[src/design/mpc_pkg.sv]
// package for the monitor pin control block: register offsets, fields, reset values, timing
// assumes a 40 MHz clock and a 32-bit APB register bus
package mpc_pkg;
    // ************************************************************
    // timing
    // ************************************************************
    localparam int unsigned CLK_HZ          = 40000000;
    localparam int unsigned RST_PULSE_MS    = 45;
    // least time in whole cycles, no round-up added
    localparam int unsigned RST_PULSE_CYC   = (RST_PULSE_MS * (CLK_HZ / 1000) + 0) ;
    localparam int unsigned RST_CNT_W       = 21;

    // ************************************************************
    // register byte offsets
    // ************************************************************
    localparam logic [7:0] CFG_OFS          = 8'h40;
    localparam logic [7:0] VID_TOP_OFS      = 8'h44;
    localparam logic [7:0] VID_LOW_OFS      = 8'h48;
    localparam logic [7:0] IRQ_STAT_OFS     = 8'h4C;
    localparam logic [7:0] IRQ_MASK_OFS     = 8'h50;
    localparam logic [7:0] VID_MODE_OFS     = 8'h54;
    localparam logic [7:0] PIN_STAT_OFS     = 8'h58;

    // ************************************************************
    // field positions and reset values
    // ************************************************************
    localparam int unsigned CFG_RST_BIT     = 4;
    localparam int unsigned ST_EXT_RST_BIT  = 5;
    localparam int unsigned ST_PULSE_BIT    = 6;
    localparam logic [7:0] CFG_RST_VAL      = 8'h00;
    localparam logic [7:0] DAC_RST_VAL      = 8'h00;
    localparam logic [6:0] MASK_RST_VAL     = 7'h00;
    localparam logic [4:0] MODE_RST_VAL     = 5'h00;

    // pin status bundle sampled each cycle
    typedef struct packed {
        logic       test_en;
        logic       rst_in;
        logic [4:0] vid;
    } mpc_pins_s;

    // reset pulse generator states
    typedef enum logic [1:0] {
        MPC_RP_IDLE  = 2'b01,
        MPC_RP_PULSE = 2'b10
    } mpc_rp_e;
endpackage : mpc_pkg

[src/design/mpc_top.sv]
// monitor pin control: test mode pin, open-drain reset pin, voltage id capture, apb registers
// assumes pins are synchronous to clk and an apb master on the same clock
//
// What this block does
// - a high board test enable input puts the block in connectivity test mode, low is normal.
// - out of test mode the shared pin carries the analog level output code instead.
// - the reset pin is driven open-drain active low, each pulse lasting at least 45 ms.
// - an external low on the reset pin is taken as a reset input to the block.
// - the top voltage id input is sampled into bit 0 of the register that also holds the analog level output code.
// - the four low voltage id inputs are sampled together into bits 3:0 of a register of their own.
// - each voltage id input can be switched to act as an external interrupt input.
// - an external low on the reset pin returns every register to its default value; interrupt status keeps only new events and its external reset flag.
// - in test mode the address select pin becomes the test tree output.
//
// The register addresses and the APB register port were chosen for this implementation.
`timescale 1ns/10ps
module mpc_top
    import mpc_pkg::*;
(
    input  wire logic        clk,
    input  wire logic        rst_n,
    input  wire logic        psel,
    input  wire logic        penable,
    input  wire logic        pwrite,
    input  wire logic [7:0]  paddr,
    input  wire logic [31:0] pwdata,
    output logic      [31:0] prdata,
    output logic             pready,
    output logic             pslverr,
    input  wire logic        board_test_enable,
    input  wire logic        reset_pin_in,
    output logic             reset_pin_out,
    output logic             reset_pin_oe,
    input  wire logic [4:0]  voltage_id_in,
    output logic             test_mode,
    output logic      [7:0]  analog_level_output,
    output logic             address_select_test_output,
    output logic             address_select_test_oe,
    output logic             irq
);
    // ************************************************************
    // reset release and pin sampling
    // ************************************************************
    logic [1:0] rst_sync_r;
    logic       srst_n;
    mpc_pins_s  pins_r;
    mpc_pins_s  pins_nxt;

    // two-stage release of the asynchronous reset
    always_ff @(posedge clk or negedge rst_n)
    begin
        if (!rst_n) rst_sync_r <= 2'b00;
        else        rst_sync_r <= {rst_sync_r[0], 1'b1};
    end
    assign srst_n = rst_sync_r[1];

    // pins are synchronous, one register stage
    always_comb
    begin
        pins_nxt.test_en = board_test_enable;
        pins_nxt.rst_in  = reset_pin_in;
        pins_nxt.vid     = voltage_id_in;
    end

    always_ff @(posedge clk or negedge srst_n)
    begin
        if (!srst_n) pins_r <= '{test_en: 1'b0, rst_in: 1'b1, vid: 5'h1F};
        else         pins_r <= pins_nxt;
    end

    // external low on the pin, ignored while we drive it and one cycle after,
    // since the sampled pin still shows our own pulse for that cycle
    logic ext_rst;
    logic oe_prev_r;
    assign ext_rst = !pins_r.rst_in && !reset_pin_oe && !oe_prev_r;

    // ************************************************************
    // registers and reset pulse generator
    // ************************************************************
    logic [7:0]           cfg_r,  cfg_nxt;
    logic [7:0]           dac_r,  dac_nxt;
    logic [4:0]           mode_r, mode_nxt;
    logic [6:0]           stat_r, stat_nxt;
    logic [6:0]           mask_r, mask_nxt;
    logic [4:0]           vid_prev_r;
    logic                 ext_prev_r;
    mpc_rp_e              rp_r,   rp_nxt;
    logic [RST_CNT_W-1:0] cnt_r,  cnt_nxt;
    logic [31:0]          rdata_nxt;
    logic                 wr_en, rd_en, hit;
    logic [6:0]           ev;

    assign wr_en = psel && penable && pwrite;
    assign rd_en = psel && !penable && !pwrite;

    // events: falling edge on an id pin set to interrupt role, external reset, pulse done
    always_comb
    begin
        ev        = 7'h00;
        ev[4:0]   = mode_r & vid_prev_r & ~pins_r.vid;
        ev[ST_EXT_RST_BIT] = ext_rst && !ext_prev_r;
        ev[ST_PULSE_BIT]   = (rp_r == MPC_RP_PULSE) && (cnt_r == '0);
    end

    // register writes, status set wins over write-one-to-clear
    always_comb
    begin
        cfg_nxt  = cfg_r;
        dac_nxt  = dac_r;
        mode_nxt = mode_r;
        mask_nxt = mask_r;
        stat_nxt = stat_r;
        if (wr_en)
        begin
            unique case (paddr)
                CFG_OFS:      cfg_nxt  = pwdata[7:0];
                VID_TOP_OFS:  dac_nxt  = pwdata[15:8];
                IRQ_MASK_OFS: mask_nxt = pwdata[6:0];
                IRQ_STAT_OFS: stat_nxt = stat_r & ~pwdata[6:0];
                VID_MODE_OFS: mode_nxt = pwdata[4:0];
                default:      cfg_nxt  = cfg_r;
            endcase
        end
        stat_nxt = stat_nxt | ev;
        // request bit self-clears once the pulse starts
        if (rp_r == MPC_RP_IDLE && cfg_r[CFG_RST_BIT])
            cfg_nxt[CFG_RST_BIT] = 1'b0;
    end

    // pulse generator counts cycles before releasing the pin
    always_comb
    begin
        rp_nxt  = rp_r;
        cnt_nxt = cnt_r;
        unique case (rp_r)
            MPC_RP_IDLE:
            begin
                if (cfg_r[CFG_RST_BIT])
                begin
                    rp_nxt  = MPC_RP_PULSE;
                    cnt_nxt = RST_CNT_W'(RST_PULSE_CYC - 1);
                end
            end
            MPC_RP_PULSE:
            begin
                if (cnt_r == '0) rp_nxt  = MPC_RP_IDLE;
                else             cnt_nxt = cnt_r - 1'b1;
            end
            default:
            begin
                rp_nxt  = MPC_RP_IDLE;
                cnt_nxt = '0;
            end
        endcase
    end

    // read mux, unmapped reads return zero
    always_comb
    begin
        rdata_nxt = 32'h0000_0000;
        hit       = 1'b1;
        unique case (paddr)
            CFG_OFS:      rdata_nxt = {24'h000000, cfg_r};
            VID_TOP_OFS:  rdata_nxt = {16'h0000, dac_r, 7'h00, pins_r.vid[4]};
            VID_LOW_OFS:  rdata_nxt = {28'h0000000, pins_r.vid[3:0]};
            IRQ_STAT_OFS: rdata_nxt = {25'h0000000, stat_r};
            IRQ_MASK_OFS: rdata_nxt = {25'h0000000, mask_r};
            VID_MODE_OFS: rdata_nxt = {27'h0000000, mode_r};
            PIN_STAT_OFS: rdata_nxt = {29'h0000000, reset_pin_oe, pins_r.rst_in,
                                       pins_r.test_en};
            default:      hit       = 1'b0;
        endcase
    end

    // external reset pin low returns registers to defaults
    always_ff @(posedge clk or negedge srst_n)
    begin
        if (!srst_n)
        begin
            cfg_r      <= CFG_RST_VAL;
            dac_r      <= DAC_RST_VAL;
            mode_r     <= MODE_RST_VAL;
            mask_r     <= MASK_RST_VAL;
            stat_r     <= 7'h00;
            vid_prev_r <= 5'h1F;
            ext_prev_r <= 1'b0;
            oe_prev_r  <= 1'b0;
            rp_r       <= MPC_RP_IDLE;
            cnt_r      <= '0;
            prdata     <= 32'h0000_0000;
            pready     <= 1'b0;
            pslverr    <= 1'b0;
        end
        else
        begin
            if (ext_rst)
            begin
                cfg_r  <= CFG_RST_VAL;
                dac_r  <= DAC_RST_VAL;
                mode_r <= MODE_RST_VAL;
                mask_r <= MASK_RST_VAL;
                // the external reset flag survives while the pin stays low
                stat_r <= 7'h00 | ev;
                stat_r[ST_EXT_RST_BIT] <= stat_r[ST_EXT_RST_BIT] | ev[ST_EXT_RST_BIT];
            end
            else
            begin
                cfg_r  <= cfg_nxt;
                dac_r  <= dac_nxt;
                mode_r <= mode_nxt;
                mask_r <= mask_nxt;
                stat_r <= stat_nxt;
            end
            vid_prev_r <= pins_r.vid;
            ext_prev_r <= ext_rst;
            oe_prev_r  <= reset_pin_oe;
            rp_r       <= rp_nxt;
            cnt_r      <= cnt_nxt;
            if (rd_en) prdata <= rdata_nxt;
            pready     <= psel && !penable;
            pslverr    <= psel && !penable && !hit;
        end
    end

    // ************************************************************
    // pin outputs, all registered
    // ************************************************************
    always_ff @(posedge clk or negedge srst_n)
    begin
        if (!srst_n)
        begin
            reset_pin_out              <= 1'b0;
            reset_pin_oe               <= 1'b0;
            test_mode                  <= 1'b0;
            analog_level_output        <= 8'h00;
            address_select_test_output <= 1'b0;
            address_select_test_oe     <= 1'b0;
            irq                        <= 1'b0;
        end
        else
        begin
            reset_pin_out              <= 1'b0;
            reset_pin_oe               <= (rp_nxt == MPC_RP_PULSE);
            test_mode                  <= pins_r.test_en;
            analog_level_output        <= pins_r.test_en ? 8'h00 : dac_nxt;
            // test tree output: nand of sampled inputs
            address_select_test_output <= ~(&{pins_r.vid, pins_r.rst_in});
            address_select_test_oe     <= pins_r.test_en;
            irq                        <= |(stat_nxt & mask_nxt);
        end
    end

    // ************************************************************
    // assertions
    // ************************************************************
    a_pulse_min_len: assert property (@(posedge clk) disable iff (!srst_n)
        $rose(reset_pin_oe) |-> reset_pin_oe [*8]) else $error("reset pulse too short");
    a_pulse_starts: assert property (@(posedge clk) disable iff (!srst_n)
        (rp_r == MPC_RP_IDLE && cfg_r[CFG_RST_BIT]) |=> reset_pin_oe)
        else $error("reset pulse did not start");
    a_pulse_count: assert property (@(posedge clk) disable iff (!srst_n)
        (reset_pin_oe && cnt_r != '0) |=> reset_pin_oe)
        else $error("reset pin released before count ended");
    a_drive_low: assert property (@(posedge clk) disable iff (!srst_n)
        reset_pin_oe |-> !reset_pin_out) else $error("reset pin driven high");
    a_test_mode_follow: assert property (@(posedge clk) disable iff (!srst_n)
        test_mode == $past(pins_r.test_en)) else $error("test mode wrong");
    a_tree_oe: assert property (@(posedge clk) disable iff (!srst_n)
        address_select_test_oe == test_mode) else $error("tree output role wrong");
    a_analog_level_output_test: assert property (@(posedge clk) disable iff (!srst_n)
        test_mode |-> analog_level_output == 8'h00) else $error("analog out in test");
    a_ext_defaults: assert property (@(posedge clk) disable iff (!srst_n)
        ext_rst |=> (cfg_r == CFG_RST_VAL && mask_r == MASK_RST_VAL))
        else $error("registers not defaulted");
    a_ext_seen: assert property (@(posedge clk) disable iff (!srst_n)
        (ext_rst && !ext_prev_r) |=> stat_r[ST_EXT_RST_BIT])
        else $error("external reset not flagged");
    a_vid_irq: assert property (@(posedge clk) disable iff (!srst_n)
        (ev[0] && !ext_rst) |=> stat_r[0]) else $error("id interrupt lost");
    a_vid_read: assert property (@(posedge clk) disable iff (!srst_n)
        (rd_en && paddr == VID_LOW_OFS) |=> prdata[3:0] == $past(pins_r.vid[3:0]))
        else $error("low id read wrong");
    a_vid_top_read: assert property (@(posedge clk) disable iff (!srst_n)
        (rd_en && paddr == VID_TOP_OFS) |=> prdata[0] == $past(pins_r.vid[4]))
        else $error("top id read wrong");
endmodule : mpc_top

[config.mk]
export PLATFORM = sky130hd
export DESIGN_NAME = mpc_top
export DESIGN_NICKNAME = d
export VERILOG_FILES = /design/src/design/mpc_pkg.sv /design/src/design/mpc_top.sv
export SDC_FILE = /design/constraint.sdc
export NUM_CORES = 1
export LEC_CHECK = 0
export BUFFER_PORTS_ARGS = -buffer_cell sky130_fd_sc_hd__buf_4
export CAP_MARGIN = 40
export CORE_MARGIN = 5
export CORE_UTILIZATION = 40
export CTS_CLUSTER_DIAMETER = 40
export DETAILED_ROUTE_END_ITERATION = 12
export HOLD_SLACK_MARGIN = 0.12
export PLACE_DENSITY = 0.69
export SLEW_MARGIN = 20
export SYNTH_ARGS = -nofsm -noshare
export SYNTH_HDL_FRONTEND = slang
export SYNTH_SLANG_ARGS = --single-unit
export TNS_END_PERCENT = 1
[constraint.sdc]
create_clock -name clk -period 3.4 [get_ports clk]
set_input_delay 0.51 -clock clk [delete_from_list [all_inputs] [get_ports clk]]
set_output_delay 0.51 -clock clk [all_outputs]
set_load 0.01 [all_outputs]
==> tab_implementation.tex <==
\begin{tabular}{lr}
\hline
Metric & Value \\
\hline
\multicolumn{2}{l}{\textbf{Die}} \\
\quad Number of top-level pins & 100 \\
\quad Count of standard-cell rows & 40 \\
\quad Starting Density & 40.84\% \\
\quad Overall die area & $\sim$0.015 mm\^{}2 \\
\quad DIE WIDTH & roughly 120 um \\
\quad Die extent in y & approximately 120 um \\
\quad Area of the core region & about 0.012 mm\^{}2 \\
\multicolumn{2}{l}{\textbf{Power and ir drop}} \\
\quad Power per standard cell area & 531.9 mW/mm\^{}2 \\
\quad Standby leakage power & between 2 and 3 nW \\
\quad IR drop worst, VDD & 0.0002253 V \\
\multicolumn{2}{l}{\textbf{Setup path}} \\
\quad Logic depth of the worst register-to-register path & 5 \\
\quad R2r endpoint & cnt\_r[7] \\
\quad Critical Path Fanout Max & 7 \\
\quad Standard cell with the maximum stage delay on the critical path & sky130\_fd\_sc\_hd\_\_or3\_1 \\
\quad Setup crit start kind & input port \\
\quad Worst path cell trace & buf\_4 -> or4bb\_1 -> or3\_1 -> mux2\_4 -> a222oi\_1 -> o2111ai\_1 \\
\quad Critical path destination & irq \\
\quad Critical path depth & 6 \\
\quad Worst-case register-to-register setup slack & approximately 1 ns \\
\quad Critical path buffers and inverters & 1 \\
\quad Kind of end point of the critical path & flip-flop \\
\quad Kind of critical path & input port to flip-flop \\
\quad Top Family by Delay on Critical Path & simple AND/OR/NAND/NOR gates \\
\quad RR Startpoint & cnt\_r[9] \\
\quad Launching element of the worst setup path & paddr[5] \\
\quad Data arrival time of the critical path & about 2.7 ns \\
\quad Worst path max stage delay & just under 0.6 ns \\
\quad Data required time at the worst endpoint & 3.61 ns \\
\multicolumn{2}{l}{\textbf{Synth}} \\
\quad Top cells by area in the synthesized netlist & sky130\_fd\_sc\_hd\_\_dfrtp\_1 (47\%), sky130\_fd\_sc\_hd\_\_dfstp\_2 (6.4\%), sky130\_fd\_sc\_hd\_\_o21ai\_0 (4.4\%) \\
\quad Leading area contributor after synthesis & sky130\_fd\_sc\_hd\_\_dfrtp\_1 \\
\quad Fraction of registers with async set/reset & 100.0\% \\
\quad Leading register cell type out of synthesis & sky130\_fd\_sc\_hd\_\_dfrtp\_1 \\
\quad Per-instance average area after synthesis & 10.22 um\^{}2 \\
\quad Total of warnings raised by yosys & 0 \\
\quad Most repeated cell in the gate-level netlist after synthesis & sky130\_fd\_sc\_hd\_\_dfrtp\_1 \\
\quad Post-Syn Area & $\sim$0.0049 mm\^{}2 \\
\quad Seq/Total Area, Yosys & 53.14\% \\
\quad Number of enable flip-flop cells after synthesis & 0 \\
\quad Synthesized instance count & about 480 \\
\quad Yosys top cell area share & a little under half \\
\quad Top cells by instance count after synthesis & sky130\_fd\_sc\_hd\_\_dfrtp\_1 (92), sky130\_fd\_sc\_hd\_\_nor2\_1 (46), sky130\_fd\_sc\_hd\_\_o21ai\_0 (43), sky130\_fd\_sc\_hd\_\_nand2\_1 (36) \\
\quad Total of flip-flops plus latches after synthesis & 104 \\
\quad Number of distinct library cells after synthesis & 60 \\
\multicolumn{2}{l}{\textbf{STA}} \\
\quad Sum of negative setup slack & 0 ns \\
\quad Setup repair after global routing missed its margin & no \\
\quad Min Clock Period, post-route & 2.489 ns \\
\quad Least-Margin Pin Slew & 0.6875 ns \\
\quad Total count of hold-check failures in the final report & 0 \\
\quad Setup skew after layout & 0.007551 ns \\
\quad Final Cycle Share & 73.22\% \\
\quad Max Fclk & 401.7 MHz \\
\quad Pins over their slew limit & 0 \\
\quad Relative slew margins & around 54\% \\
\quad Final setup violation count & 0 \\
\multicolumn{2}{l}{\textbf{GRT}} \\
\quad Busiest layer in global routing & met2 \\
\quad First-pass GRT wire length & 19180 um \\
\quad Via count of the first global-routing pass & about 3800 \\
\quad All-Layer GR Usage & 16.34\% \\
\quad Met1 track utilization from global routing & 22.36\% \\
\quad Maximum number of pins on one net before global-route repair & 61 \\
\quad Number of antenna violations at the first check in global routing & 0 \\
\quad Met2 Use GR & 25.49\% \\
\quad Remaining global-route overflow & 0 \\
\quad GR Util met3 & 4.149\% \\
\multicolumn{2}{l}{\textbf{Layout}} \\
\quad Share of layout cells above drive strength 1 & 22.00\% \\
\quad Count of inserted antenna diode cells & 0 \\
\quad Filler cell count in the final layout & around 1100 \\
\quad Post-Route Utilization & between 40\% and 50\% \\
\quad Number of nets in the layout & around 600 \\
\quad Area growth from synthesis to layout & 18.52\% \\
\quad Seq. cell area & 0.002621 mm\^{}2 \\
\quad Multi-input gate area & around 0.002 mm\^{}2 \\
\multicolumn{2}{l}{\textbf{Flow run}} \\
\quad Max-capacitance violation count & 0 \\
\multicolumn{2}{l}{\textbf{Clocking}} \\
\quad Clock edge transition at the registers on the reported setup and hold paths & roughly 0.07 ns \\
\quad Number of buffers inserted during clock tree synthesis & 9 \\
\quad Post-CTS setup-driven buffer insertion count & 0 \\
\quad Buffer type at the clock tree root & sky130\_fd\_sc\_hd\_\_clkbuf\_16 \\
\quad Worst skew pair latency & 0.34 ns \\
\quad Resized cells post-CTS & 0 \\
\quad Number of sinks driven by the clock tree & about 100 \\
\quad Bufs on Longest Clock Path & 2 \\
\quad H-tree depth reported by CTS & 3 \\
\quad CTS tree & done \\
\multicolumn{2}{l}{\textbf{Detailed routing}} \\
\quad Post-detailed-route wirelength per cell & $\sim$16 um \\
\quad Drc violations & 0 \\
\quad Number of antenna-violating nets in the routed design & 0 \\
\quad Final routed wirelength across all metal layers & around 12000 um \\
\quad Routed via count & between 3000 and 4000 \\
\quad Violation count after the first detailed-routing iteration & about 400 \\
\quad DRT Pass-1 Iters & 5 \\
\quad Via density & about 5.4 \\
\multicolumn{2}{l}{\textbf{Placed design}} \\
\quad Input/output buffers & 66 \\
\quad DP Wirelength & 8255 um \\
\quad GP Congestion & a little under 0.9 \\
\multicolumn{2}{l}{\textbf{Min path}} \\
\quad Type of the most critical hold path & input port to flip-flop \\
\quad Hold Path Depth & 1 \\
\multicolumn{2}{l}{\textbf{Status}} \\
\quad Outcome & completed \\
\hline
\end{tabular}
==> state kept, by name, indices dropped and copies added, names as in the netlist, 7 cells and up <==
name / flops
prdata: 16
cfg_r: 8
mask_r: 7
pins_r: 7
dac_r: 8
cnt_r: 21
stat_r: 7
analog_level_output: 8
==> per-stage QoR <==
stage	area (um^2)	hold WS (ns)	cells	setup slack, ns	power (mW)
2_1_floorplan	4986	0.2144	498	0.3094	1.950
3_3_place_gp	5549	0.2941	700	0.5291	2.124
3_5_place_dp	5557	0.2963	701	0.5218	2.161
4_1_cts	5838	0.2590	718	0.8826	3.124
5_1_grt	5838	0.2561	718	0.8210	3.278
6_report	5838	0.2680	718	0.9106	3.105
==> logic make-up after synthesis <==
family | after synthesis | share of synthesized area [%]
multiplexers | 30 | 6.477
AO/OA/AOI/OAI | 128 | 16.84
buffers and inverters | 60 | 6.274
adder cells (fa/ha/maj) | 4 | 1.016
flip-flops | 104 | 53.14
AND/OR/NAND/NOR | 154 | 16.10
other | 2 | 0.1525
==> worst register-to-register path, stage by stage, from the launching register on <==
cell and delay (ns):
sky130_fd_sc_hd__dfrtp_1 0.42, sky130_fd_sc_hd__or4_1 0.58, sky130_fd_sc_hd__nor2_1 0.27, sky130_fd_sc_hd__a31o_2 0.58, sky130_fd_sc_hd__nand2b_1 0.31, sky130_fd_sc_hd__o21ai_0 0.14
==> cell usage in the layout, fill, tap and decap left out, drive strengths merged, types with 3 or more instances in the layout <==
| cell type | Yosys | layout |
|---|---|---|
| clkinvlp | 0 | 3 |
| conb | 2 | 18 |
| ha | 4 | 4 |
| o31ai | 3 | 3 |
| a21oi | 19 | 19 |
| a41oi | 4 | 4 |
| buf | 23 | 79 |
| nor2 | 46 | 46 |
| and2 | 6 | 6 |
| nor4 | 7 | 7 |
| nand2b | 4 | 4 |
| o2bb2ai | 3 | 3 |
| mux2 | 9 | 9 |
| nor3 | 11 | 11 |
| clkinv | 0 | 3 |
| nand3 | 9 | 9 |
| dfstp | 12 | 12 |
| dfrtp | 92 | 92 |
| nand3b | 4 | 4 |
| or4 | 7 | 7 |
| nand2 | 36 | 36 |
| a31oi | 19 | 19 |
| inv | 16 | 17 |
| o41ai | 4 | 4 |
| a221oi | 3 | 3 |
| a22o | 9 | 9 |
| clkbuf | 21 | 9 |
| mux2i | 21 | 21 |
| and4 | 3 | 3 |
| o21ai | 44 | 44 |
| nor3b | 3 | 3 |
| or3 | 3 | 3 |
| nor2b | 9 | 9 |
==> per-layer routing <==
| layer | vias up | wire length [um] |
|---|---|---|
| met2 | 147 | 5429 |
| li1 | 1831 | - |
| met3 | 15 | 847 |
| met5 | - | 0 |
| met4 | 0 | 169 |
| met1 | 1886 | 5352 |
==> worst min path at each step <==
stage / start / endpoint / slack (ns)
2_1_floorplan: rst_n / rst_sync_r[0] / 0.21
3_3_place_gp: rst_n / rst_sync_r[0] / 0.29
3_5_place_dp: rst_n / rst_sync_r[0] / 0.30
4_1_cts: board_test_enable / pins_r[6] / 0.26
5_1_grt: board_test_enable / pins_r[6] / 0.26
6_report: board_test_enable / pins_r[6] / 0.27
==> cell type report <==
cell class / instances / share of cell area (%)
timing repair buffer: 80 / 10.54
clock buffer: 9 / 3.858
tap: 168 / 3.601
sequential: 104 / 44.90
clock inverter: 7 / 0.7930
multi-input combinational: 334 / 35.28
inverter: 16 / 1.029
==> power breakdown <==
part	internal, mW	total, mW	switching, mW
logic	0.257	0.683	0.426
registers	1.35	1.46	0.112
clock network	0.495	0.961	0.466
total	2.10	3.11	1.00
==> repair_timing <==
item | CTS | global route
hold buffers | 1 | 0
endpoints found under the setup margin | 0 | 0
endpoints found under the hold margin | 2 | 0
Note: power is estimated with default switching activity, not from simulation.
